$ cat config.mk
export PLATFORM = sky130hd
export DESIGN_NAME = gp_line_control
export DESIGN_NICKNAME = d
export VERILOG_FILES = /design/src/logic/gp_line_pkg.sv /design/src/logic/line_channel.sv /design/src/logic/gp_line_control.sv
export SDC_FILE = /design/constraint.sdc
export NUM_CORES = 1
export LEC_CHECK = 0
export ABC_AREA = 1
export ABC_CLOCK_PERIOD_IN_PS = 2000
export CAP_MARGIN = 40
export CORE_MARGIN = 3
export CORE_UTILIZATION = 35
export DETAILED_ROUTE_END_ITERATION = 8
export DONT_BUFFER_PORTS = 1
export GPL_TIMING_DRIVEN = 0
export PLACE_DENSITY = 0.46
export RECOVER_POWER = 50
export SYNTH_ARGS = -nofsm -noshare
export SYNTH_HDL_FRONTEND = slang
export SYNTH_SLANG_ARGS = --single-unit
$ cat constraint.sdc
create_clock -name CLK -period 2 [get_ports CLK]
set_input_delay 0.2 -clock CLK [delete_from_list [all_inputs] [get_ports CLK]]
set_output_delay 0.2 -clock CLK [all_outputs]
set_load 0.02 [all_outputs]
$ cat src/logic/gp_line_pkg.sv
package gp_line_pkg;

    // ***********************************************************
    // Register bus
    // ***********************************************************
    localparam int ADDR_W = 8;
    localparam int DATA_W = 32;

    localparam logic [ADDR_W-1:0] EVT_SET_OFS = 8'h80;
    localparam logic [ADDR_W-1:0] EVT_CLR_OFS = 8'h84;
    localparam logic [ADDR_W-1:0] MASK_SET_OFS = 8'h88;
    localparam logic [ADDR_W-1:0] MASK_CLR_OFS = 8'h8C;
    localparam logic [ADDR_W-1:0] CTRL_OFS = 8'hFC;

    // ***********************************************************
    // Line control register fields
    // ***********************************************************
    localparam int L3_IRQ_EN_BIT = 31;
    localparam int L3_INV_BIT = 29;
    localparam int L3_OE_BIT = 28;
    localparam int L3_VALUE_BIT = 24;
    localparam int L2_IRQ_EN_BIT = 23;
    localparam int L2_INV_BIT = 21;
    localparam int L2_OE_BIT = 20;
    localparam int L2_VALUE_BIT = 16;

    localparam logic [DATA_W-1:0] CTRL_USED_MASK = 32'hB1B1_0000;
    localparam logic [DATA_W-1:0] CTRL_RST = 32'h0000_0000;

    // ***********************************************************
    // Event and mask registers
    // ***********************************************************
    localparam int GP_EVENT_BIT = 0;
    localparam logic [DATA_W-1:0] EVT_USED_MASK = 32'h0000_0001;
    localparam logic EVT_RST = 1'h0;
    localparam logic MASK_RST = 1'h0;

    // ***********************************************************
    // Line channel
    // ***********************************************************
    localparam int SYNC_STAGES = 2;
    localparam logic LINE_LEVEL_RST = 1'h0;

endpackage

$ cat src/logic/line_channel.sv
`timescale 1ns/10ps
`default_nettype none

module line_channel
    import gp_line_pkg::*;
(
    input wire logic clk,
    input wire logic rst_n,
    input wire logic line_i,
    input wire logic invert,
    input wire logic drive_value,
    input wire logic drive_enable,
    output logic line_o,
    output logic line_oe_n,
    output logic level,
    output logic change
);

    logic meta_q;
    logic sync_q;
    logic prev_q;
    logic line_o_q;
    logic oe_n_q;

    // ***********************************************************
    // Input synchroniser and edge detect
    // ***********************************************************
    // First stage is read only by the second stage
    always_ff @(posedge clk or negedge rst_n)
    begin
        if (!rst_n)
        begin
            meta_q <= LINE_LEVEL_RST;
            sync_q <= LINE_LEVEL_RST;
            prev_q <= LINE_LEVEL_RST;
        end
        else
        begin
            meta_q <= line_i;
            sync_q <= meta_q;
            prev_q <= sync_q;
        end
    end

    // Compared on the raw sample so a polarity write alone raises no event while the line is released
    assign change = sync_q ^ prev_q;
    assign level = sync_q ^ invert;

    // ***********************************************************
    // Output drive
    // ***********************************************************
    always_ff @(posedge clk or negedge rst_n)
    begin
        if (!rst_n)
        begin
            line_o_q <= 1'h0;
            oe_n_q <= 1'h1;
        end
        else
        begin
            line_o_q <= drive_value ^ invert;
            oe_n_q <= !drive_enable;
        end
    end

    assign line_o = line_o_q;
    assign line_oe_n = oe_n_q;
endmodule

`default_nettype wire

$ cat src/logic/gp_line_control.sv
// Local design decision: the plain strobed port.
`timescale 1ns/10ps
`default_nettype none

module gp_line_control
    import gp_line_pkg::*;
(
    input wire logic CLK,
    input wire logic NRST,
    input wire logic [ADDR_W-1:0] ADDR,
    input wire logic [DATA_W-1:0] WDATA,
    input wire logic WR,
    input wire logic RD,
    output logic [DATA_W-1:0] RDATA,
    input wire logic LINE2_I,
    output logic LINE2_O,
    output logic LINE2_OE_N,
    input wire logic LINE3_I,
    output logic LINE3_O,
    output logic LINE3_OE_N,
    output logic IRQ
);

    logic l3_irq_en_q;
    logic l3_inv_q;
    logic l3_oe_q;
    logic l3_value_q;
    logic l2_irq_en_q;
    logic l2_inv_q;
    logic l2_oe_q;
    logic l2_value_q;

    logic event_q;
    logic event_d;
    logic mask_q;
    logic mask_d;

    logic l2_level;
    logic l2_change;
    logic l3_level;
    logic l3_change;
    logic gp_event;

    logic [DATA_W-1:0] ctrl_view;
    logic [DATA_W-1:0] rdata_d;
    logic [DATA_W-1:0] rdata_q;

    logic wr_ctrl;
    logic wr_evt_set;
    logic wr_evt_clr;
    logic wr_mask_set;
    logic wr_mask_clr;

    // ***********************************************************
    // Address decode
    // ***********************************************************
    assign wr_ctrl = WR && (ADDR == CTRL_OFS);
    assign wr_evt_set = WR && (ADDR == EVT_SET_OFS);
    assign wr_evt_clr = WR && (ADDR == EVT_CLR_OFS);
    assign wr_mask_set = WR && (ADDR == MASK_SET_OFS);
    assign wr_mask_clr = WR && (ADDR == MASK_CLR_OFS);

    // ***********************************************************
    // Line control register
    // ***********************************************************
    // Only the documented fields have storage, so reserved bits cannot latch
    always_ff @(posedge CLK or negedge NRST)
    begin
        if (!NRST)
        begin
            l3_irq_en_q <= CTRL_RST[L3_IRQ_EN_BIT];
            l3_inv_q <= CTRL_RST[L3_INV_BIT];
            l3_oe_q <= CTRL_RST[L3_OE_BIT];
            l3_value_q <= CTRL_RST[L3_VALUE_BIT];
            l2_irq_en_q <= CTRL_RST[L2_IRQ_EN_BIT];
            l2_inv_q <= CTRL_RST[L2_INV_BIT];
            l2_oe_q <= CTRL_RST[L2_OE_BIT];
            l2_value_q <= CTRL_RST[L2_VALUE_BIT];
        end
        else if (wr_ctrl)
        begin
            l3_irq_en_q <= WDATA[L3_IRQ_EN_BIT];
            l3_inv_q <= WDATA[L3_INV_BIT];
            l3_oe_q <= WDATA[L3_OE_BIT];
            l3_value_q <= WDATA[L3_VALUE_BIT];
            l2_irq_en_q <= WDATA[L2_IRQ_EN_BIT];
            l2_inv_q <= WDATA[L2_INV_BIT];
            l2_oe_q <= WDATA[L2_OE_BIT];
            l2_value_q <= WDATA[L2_VALUE_BIT];
        end
    end

    // ***********************************************************
    // Line channels
    // ***********************************************************
    // Lines run to on-chip logic, so no pad cell sits behind these ports
    line_channel u_line2
    (
        .clk(CLK),
        .rst_n(NRST),
        .line_i(LINE2_I),
        .invert(l2_inv_q),
        .drive_value(l2_value_q),
        .drive_enable(l2_oe_q),
        .line_o(LINE2_O),
        .line_oe_n(LINE2_OE_N),
        .level(l2_level),
        .change(l2_change)
    );

    line_channel u_line3
    (
        .clk(CLK),
        .rst_n(NRST),
        .line_i(LINE3_I),
        .invert(l3_inv_q),
        .drive_value(l3_value_q),
        .drive_enable(l3_oe_q),
        .line_o(LINE3_O),
        .line_oe_n(LINE3_OE_N),
        .level(l3_level),
        .change(l3_change)
    );

    // ***********************************************************
    // Event and mask
    // ***********************************************************
    assign gp_event = (l3_change && l3_irq_en_q) || (l2_change && l2_irq_en_q);

    // A new event wins over a clear written in the same cycle
    always_comb
    begin
        event_d = event_q;
        if (wr_evt_clr && WDATA[GP_EVENT_BIT])
        begin
            event_d = 1'h0;
        end
        if (wr_evt_set && WDATA[GP_EVENT_BIT])
        begin
            event_d = 1'h1;
        end
        if (gp_event)
        begin
            event_d = 1'h1;
        end
    end

    always_comb
    begin
        mask_d = mask_q;
        if (wr_mask_set && WDATA[GP_EVENT_BIT])
        begin
            mask_d = 1'h1;
        end
        else if (wr_mask_clr && WDATA[GP_EVENT_BIT])
        begin
            mask_d = 1'h0;
        end
    end

    always_ff @(posedge CLK or negedge NRST)
    begin
        if (!NRST)
        begin
            event_q <= EVT_RST;
        end
        else
        begin
            event_q <= event_d;
        end
    end

    always_ff @(posedge CLK or negedge NRST)
    begin
        if (!NRST)
        begin
            mask_q <= MASK_RST;
        end
        else
        begin
            mask_q <= mask_d;
        end
    end

    assign IRQ = event_q && mask_q;

    // ***********************************************************
    // Read path
    // ***********************************************************
    always_comb
    begin
        ctrl_view = '0;
        ctrl_view[L3_IRQ_EN_BIT] = l3_irq_en_q;
        ctrl_view[L3_INV_BIT] = l3_inv_q;
        ctrl_view[L3_OE_BIT] = l3_oe_q;
        ctrl_view[L3_VALUE_BIT] = l3_level;
        ctrl_view[L2_IRQ_EN_BIT] = l2_irq_en_q;
        ctrl_view[L2_INV_BIT] = l2_inv_q;
        ctrl_view[L2_OE_BIT] = l2_oe_q;
        ctrl_view[L2_VALUE_BIT] = l2_level;
    end

    // Clear address reads the masked view, set address the raw event
    always_comb
    begin
        rdata_d = '0;
        case (ADDR)
            CTRL_OFS: rdata_d = ctrl_view;
            EVT_SET_OFS: rdata_d[GP_EVENT_BIT] = event_q;
            EVT_CLR_OFS: rdata_d[GP_EVENT_BIT] = event_q && mask_q;
            MASK_SET_OFS: rdata_d[GP_EVENT_BIT] = mask_q;
            MASK_CLR_OFS: rdata_d[GP_EVENT_BIT] = mask_q;
            default: rdata_d = '0;
        endcase
    end

    // Data stand only in the cycle after the strobe
    always_ff @(posedge CLK or negedge NRST)
    begin
        if (!NRST)
        begin
            rdata_q <= '0;
        end
        else if (RD)
        begin
            rdata_q <= rdata_d;
        end
        else
        begin
            rdata_q <= '0;
        end
    end

    assign RDATA = rdata_q;
endmodule

`default_nettype wire

==> flow_summary.ini, run 1 <==
[power_and_ir_drop]
p_leak_nw = 0.890
clkPwrFrac = 0.382
p_total_mw = 1.25
power_density_nw_per_um2 = 760
seqPwrFrac = 0.505
combPwrFrac = 0.113
p_int_mw = 0.946
switching_share = 0.243
vdd_drop_max_uv = 446
power_switching_mw = 0.304

[layout]
largest_reg_flops = 9
final_area_um2 = 1640
postLayoutCoreUtil = 0.442
finish.net_count = 220
drive_above_1_share = 0.274
area_growth_syn_to_layout_pct = 20.8
antenna_cells = 0

[clocking]
clockBufferDepth = 2
clkSlewWorstSetupHoldPaths_ns = 0.06
htree_levels = 2
cts_made_buffers = 5
cts.sinks = 29
cts-root-buf = clkbuf_8
cts_tree = built
cts_setup_buffers = 0
clock_latency_ns = 0.27

[route]
drc = 0
initialDrtViolationCount = 17
postRouteAntennaNets = 0
vias = 874
routed_wirelength_um = 2310
routedWlPerCell_um = 10.4
drtPass1Iterations = 4
drt-vias-per-instance = 3.92

[sta]
fin_setup_tns_ns = 0
hold_viol_final = 0
setup_ws_ns = 0.909
rsz0062_at_grt = no
fmax_mhz = 917
finalCritPeriodShare = 0.545
fin_crit_ns = 1.09
finalSetupViolations = 0
fin_skew_ns = 0.00352
slew_violations = 0

[logic_synthesis]
synth_top_area_share = 0.496
ys_dominant_reg_cell = dfrtp_1
netlist_instances = 141
ys_async_sr_fraction = 1.00
yosys.cell_count.top_type = dfrtp_1
synth_area_leader_cell = dfrtp_1
ys_ff_latch = 29
synth_common_cells = dfrtp_1, inv_1, buf_4
synth.avg_cell_area_um2 = 9.65
synth_area_um2 = 1360
yosys_warnings = 0
yosysUniqueCellTypes = 20
synth_edf_count = 0
ys_seq_area_frac = 0.535
ys_top_cells_by_area = dfrtp_1, buf_4, inv_1

[worst_setup_path]
required_ns = 1.80
path_max_fanout = 3
startpoint_type = flop
endpoint_kind = output pin
r2r-end = RDATA[0]
crit_type = reg2out
regToRegStartpoint = event_q
cp.arrival_ns = 0.89
ff2ff_setup_slack_ns = 1.01
reg2regPathDepth = 6

[place]
dp_hpwl_um = 1760
placed_cell_area_um2 = 1500
place_congestion = 0.672
port_buffers = 0
dp_slack_ns = 0.832

[die]
die-width_um = 68.4
initial_utilization = 0.366
die_h_um = 68.4
rows = 22
num_io_pins = 83
coreArea_um2 = 3720
dieArea_um2 = 4670

[global_routing]
grt_max_degree = 30
grt_overflow = 0
grt_pass1_vias = 831
antenna_found_initial = 0
grt_usage = 0.111
grt_pass1_wl_um = 3540

[status]
status = finished clean

[flow_run]
maxCapViolCount = 0

[worst_hold_path]
min_path_type = in2reg
whs_path_depth = 1
min_to = mask_q
hp-start = ADDR[2]
-- worst max-delay path by stage --
| stage | cells past startpoint | endpoint | startpoint |
|---|---|---|---|
| after floorplan | 7 | l3_inv_q | ADDR[0] |
| after global placement | 5 | RDATA[24] | ADDR[0] |
| after detailed placement | 5 | RDATA[28] | ADDR[0] |
| after CTS | 2 | IRQ | event_q |
| after global routing | 2 | IRQ | event_q |
| final | 2 | IRQ | event_q |
-- kinds of logic (layout without fill, tap and decap cells) --
logic type / count (synthesis) / after routing / share of synthesized area
buffers and inverters: 50 / 62 / 0.207
AND/OR/NAND/NOR: 44 / 44 / 0.160
flip-flops: 29 / 29 / 0.535
AO/OA/AOI/OAI: 13 / 13 / 0.0699
XOR/XNOR: 4 / 4 / 0.0257
other: 1 / 23 / 0.00275
-- power by group through the flow --
stage / clock, mW / combinational [mW] / sequential [mW]
final: 0.477 / 0.141 / 0.631
after global routing: 0.524 / 0.159 / 0.634
after CTS: 0.500 / 0.141 / 0.632
after detailed placement: 0 / 0.120 / 0.642
after global placement: 0 / 0.119 / 0.641
after floorplan: 0 / 0.114 / 0.638
-- per-layer routing --
layer | global-route usage | vias up | wire, um
met3 | 0.0608 | 5 | 228
met1 | 0.114 | 388 | 910
met5 | 0 | - | 0
li1 | - | 445 | -
met2 | 0.178 | 36 | 1120
met4 | 0.0596 | 0 | 48
-- per-stage QoR --
stage,hold WS [ns],std cells
2_1_floorplan,-0.0956,163
3_3_place_gp,-0.0945,211
3_5_place_dp,-0.0945,211
4_1_cts,0.0393,223
5_1_grt,0.0549,223
6_report,0.0518,223
-- cell usage in the layout (no fill, tap or decap) --
master | synthesis | layout
dfstp_2 | 2 | 2
nand2_2 | 2 | 2
dfrtp_1 | 27 | 27
clkbuf_1 | 0 | 2
xor2_1 | 2 | 2
inv_2 | 2 | 2
clkbuf_8 | 0 | 6
buf_6 | 1 | 1
nor3_2 | 1 | 1
o21ai_2 | 8 | 8
o21ai_0 | 3 | 3
nor2_1 | 12 | 12
a21oi_1 | 2 | 2
inv_1 | 24 | 24
buf_12 | 0 | 1
nand4_1 | 3 | 3
nand3_1 | 6 | 6
xnor2_1 | 2 | 2
conb_1 | 1 | 23
buf_4 | 23 | 23
nand3_4 | 1 | 1
nand2_1 | 18 | 18
nor3_4 | 1 | 1
dlygate4sd3_1 | 0 | 3
-- repair_timing --
item / in CTS / in global routing
resized for setup: 0 / 0
hold buffers: 4 / 0
hold endpoints to repair: 31 / 0
-- critical path: stages (launching register included) --
cell	delay, ns
dfrtp_1	0.38
nand2_1	0.06
inv_1	0.17
-- layout make-up --
cell class / count / area, um^2
multi-input combinational: 84 / 434
buffer: 24 / 184
sequential: 29 / 728
timing repair buffer: 4 / 50.0
fill: 386 / 2070
inverter: 26 / 97.6
tap: 48 / 60.1
clock buffer: 8 / 90.1
No activity file was read; power rests on OpenSTA's default activity.
==> inputs of run 2 (changes only) <==
--- a/config.mk
+++ b/config.mk
@@ -6,7 +6,7 @@
 export NUM_CORES = 1
 export LEC_CHECK = 0
 export ABC_AREA = 1
-export ABC_CLOCK_PERIOD_IN_PS = 2000
+export ABC_CLOCK_PERIOD_IN_PS = 1100
 export CAP_MARGIN = 40
 export CORE_MARGIN = 3
 export CORE_UTILIZATION = 35
==> constraint.sdc (replaced) <==
create_clock -name CLK -period 1.1 [get_ports CLK]
set_input_delay 0.11 -clock CLK [delete_from_list [all_inputs] [get_ports CLK]]
set_output_delay 0.11 -clock CLK [all_outputs]
set_load 0.02 [all_outputs]
==> run 2 against run 1 <==
Effect of this change: non-clock buffer count grew 9; core utilization rose by 2.0 points; die area is the same; setup slack got worse by 0.81 ns; critical path type unchanged; critical endpoint unchanged; largest cell class unchanged; highest routed layer unchanged.
==> flow_summary.ini, run 2 (same netlist as run 1, synthesis figures left out) <==
[status]
status = finished clean

[global_routing]
grt_overflow = 0
grt_usage = 0.115
grt_pass1_wl_um = 3720
grt_max_degree = 30
grt_pass1_vias = 878
antenna_found_initial = 0

[layout]
final_common_cell = dfrtp_1
multi_input_area_um2 = 434
postLayoutCoreUtil = 0.463
finish.net_count = 229
largest_reg_flops = 9
mostFrequentLayoutCells = dfrtp_1, inv_1, buf_4, conb_1, nand2_1
fillers = 376
drive_above_1_share = 0.261
antenna_cells = 0
ff_latch_area_um2 = 728
area_growth_syn_to_layout_pct = 26.3

[power_and_ir_drop]
vdd_drop_max_uv = 815
p_leak_nw = 0.923
power_density_nw_per_um2 = 1330

[sta]
holdWs_ns = 0.0188
rsz0062_at_grt = no
tightest_slew_ns = 0.700
slew_headroom = 0.533
fin_setup_tns_ns = 0
fin_skew_ns = 0.00328
fin_crit_ns = 1.00
finalSetupViolations = 0
hold_viol_final = 0
fmax_mhz = 997
finalCritPeriodShare = 0.912
slew_violations = 0

[clocking]
cts_setup_buffers = 0
clkSlewWorstSetupHoldPaths_ns = 0.06
cts-root-buf = clkbuf_8
cts.sinks = 29
clockBufferDepth = 2
htree_levels = 2
clock_latency_ns = 0.27
cts_tree = built
cts_made_buffers = 5

[worst_setup_path]
endpoint_kind = output pin
startpoint_type = flop
required_ns = 0.99
cp.arrival_ns = 0.89
crit_type = reg2out
path_max_fanout = 3

[route]
initialDrtViolationCount = 15
drc = 0
vias = 898
drtPass1Iterations = 4
routed_wirelength_um = 2380
routedWlPerCell_um = 10.3
postRouteAntennaNets = 0
drt-vias-per-instance = 3.87

[place]
port_buffers = 0
place_congestion = 0.672
dp_hpwl_um = 1760

[die]
num_io_pins = 83
coreArea_um2 = 3720
rows = 22
die-width_um = 68.4
dieArea_um2 = 4670
initial_utilization = 0.366
die_h_um = 68.4

[worst_hold_path]
min_path_type = in2reg

[flow_run]
maxCapViolCount = 0
run 2: final timing paths:
kind,cells after the start,slack [ns],startpoint,to
min reg2reg,0,0.35,u_line3.meta_q,u_line3.sync_q
max,2,0.1,event_q,IRQ
min,4,0.02,RD,RDATA[0]
max in group asynchronous,2,0.23,NRST,l2_oe_q
min in group asynchronous,2,0.42,NRST,l3_inv_q
max reg2reg,6,0.11,event_q,RDATA[0]
run 2: metrics by stage:
stage          power (mW)  std cells  instance area (um^2)  setup WS [ns]
2_1_floorplan        1.37        163                  1440          0.184
3_3_place_gp         1.38        211                  1500         0.0346
3_5_place_dp         1.39        211                  1500         0.0217
4_1_cts              2.34        232                  1730         0.0886
5_1_grt              2.42        232                  1720         0.0362
6_report             2.29        232                  1720         0.0972
run 2: area by class of cell:
class / instances / area share
Timing Repair Buffer: 13 / 0.0728
Inverter: 26 / 0.0568
Multi-Input combinational cell: 84 / 0.253
Clock buffer: 8 / 0.0524
Tap cell: 48 / 0.0349
Buffer: 24 / 0.107
Sequential cell: 29 / 0.424
run 2: metal layers:
layer	share of wire	vias to the layer above	global-route usage
met3	0.098	5	0.0608
met5	0	-	0
met1	0.39	394	0.118
met2	0.49	36	0.190
met4	0.020	0	0.0596
li1	-	463	-
run 2: where the power goes:
part | internal [mW] | switching, mW | total, mW
combinational | 0.117 | 0.158 | 0.275
clock | 0.508 | 0.360 | 0.868
sequential | 1.11 | 0.0385 | 1.15
total | 1.73 | 0.556 | 2.29
run 2: worst max-delay path: stages (launching register included):
cell and delay (ns):
dfrtp_1 0.38, nand2_1 0.06, inv_1 0.18
run 2: repair_timing:
item                       in CTS  in global routing
hold endpoints to repair       40                  0
resized for setup               0                  0
setup endpoints to repair       0                  0
hold buffers                   13                  0
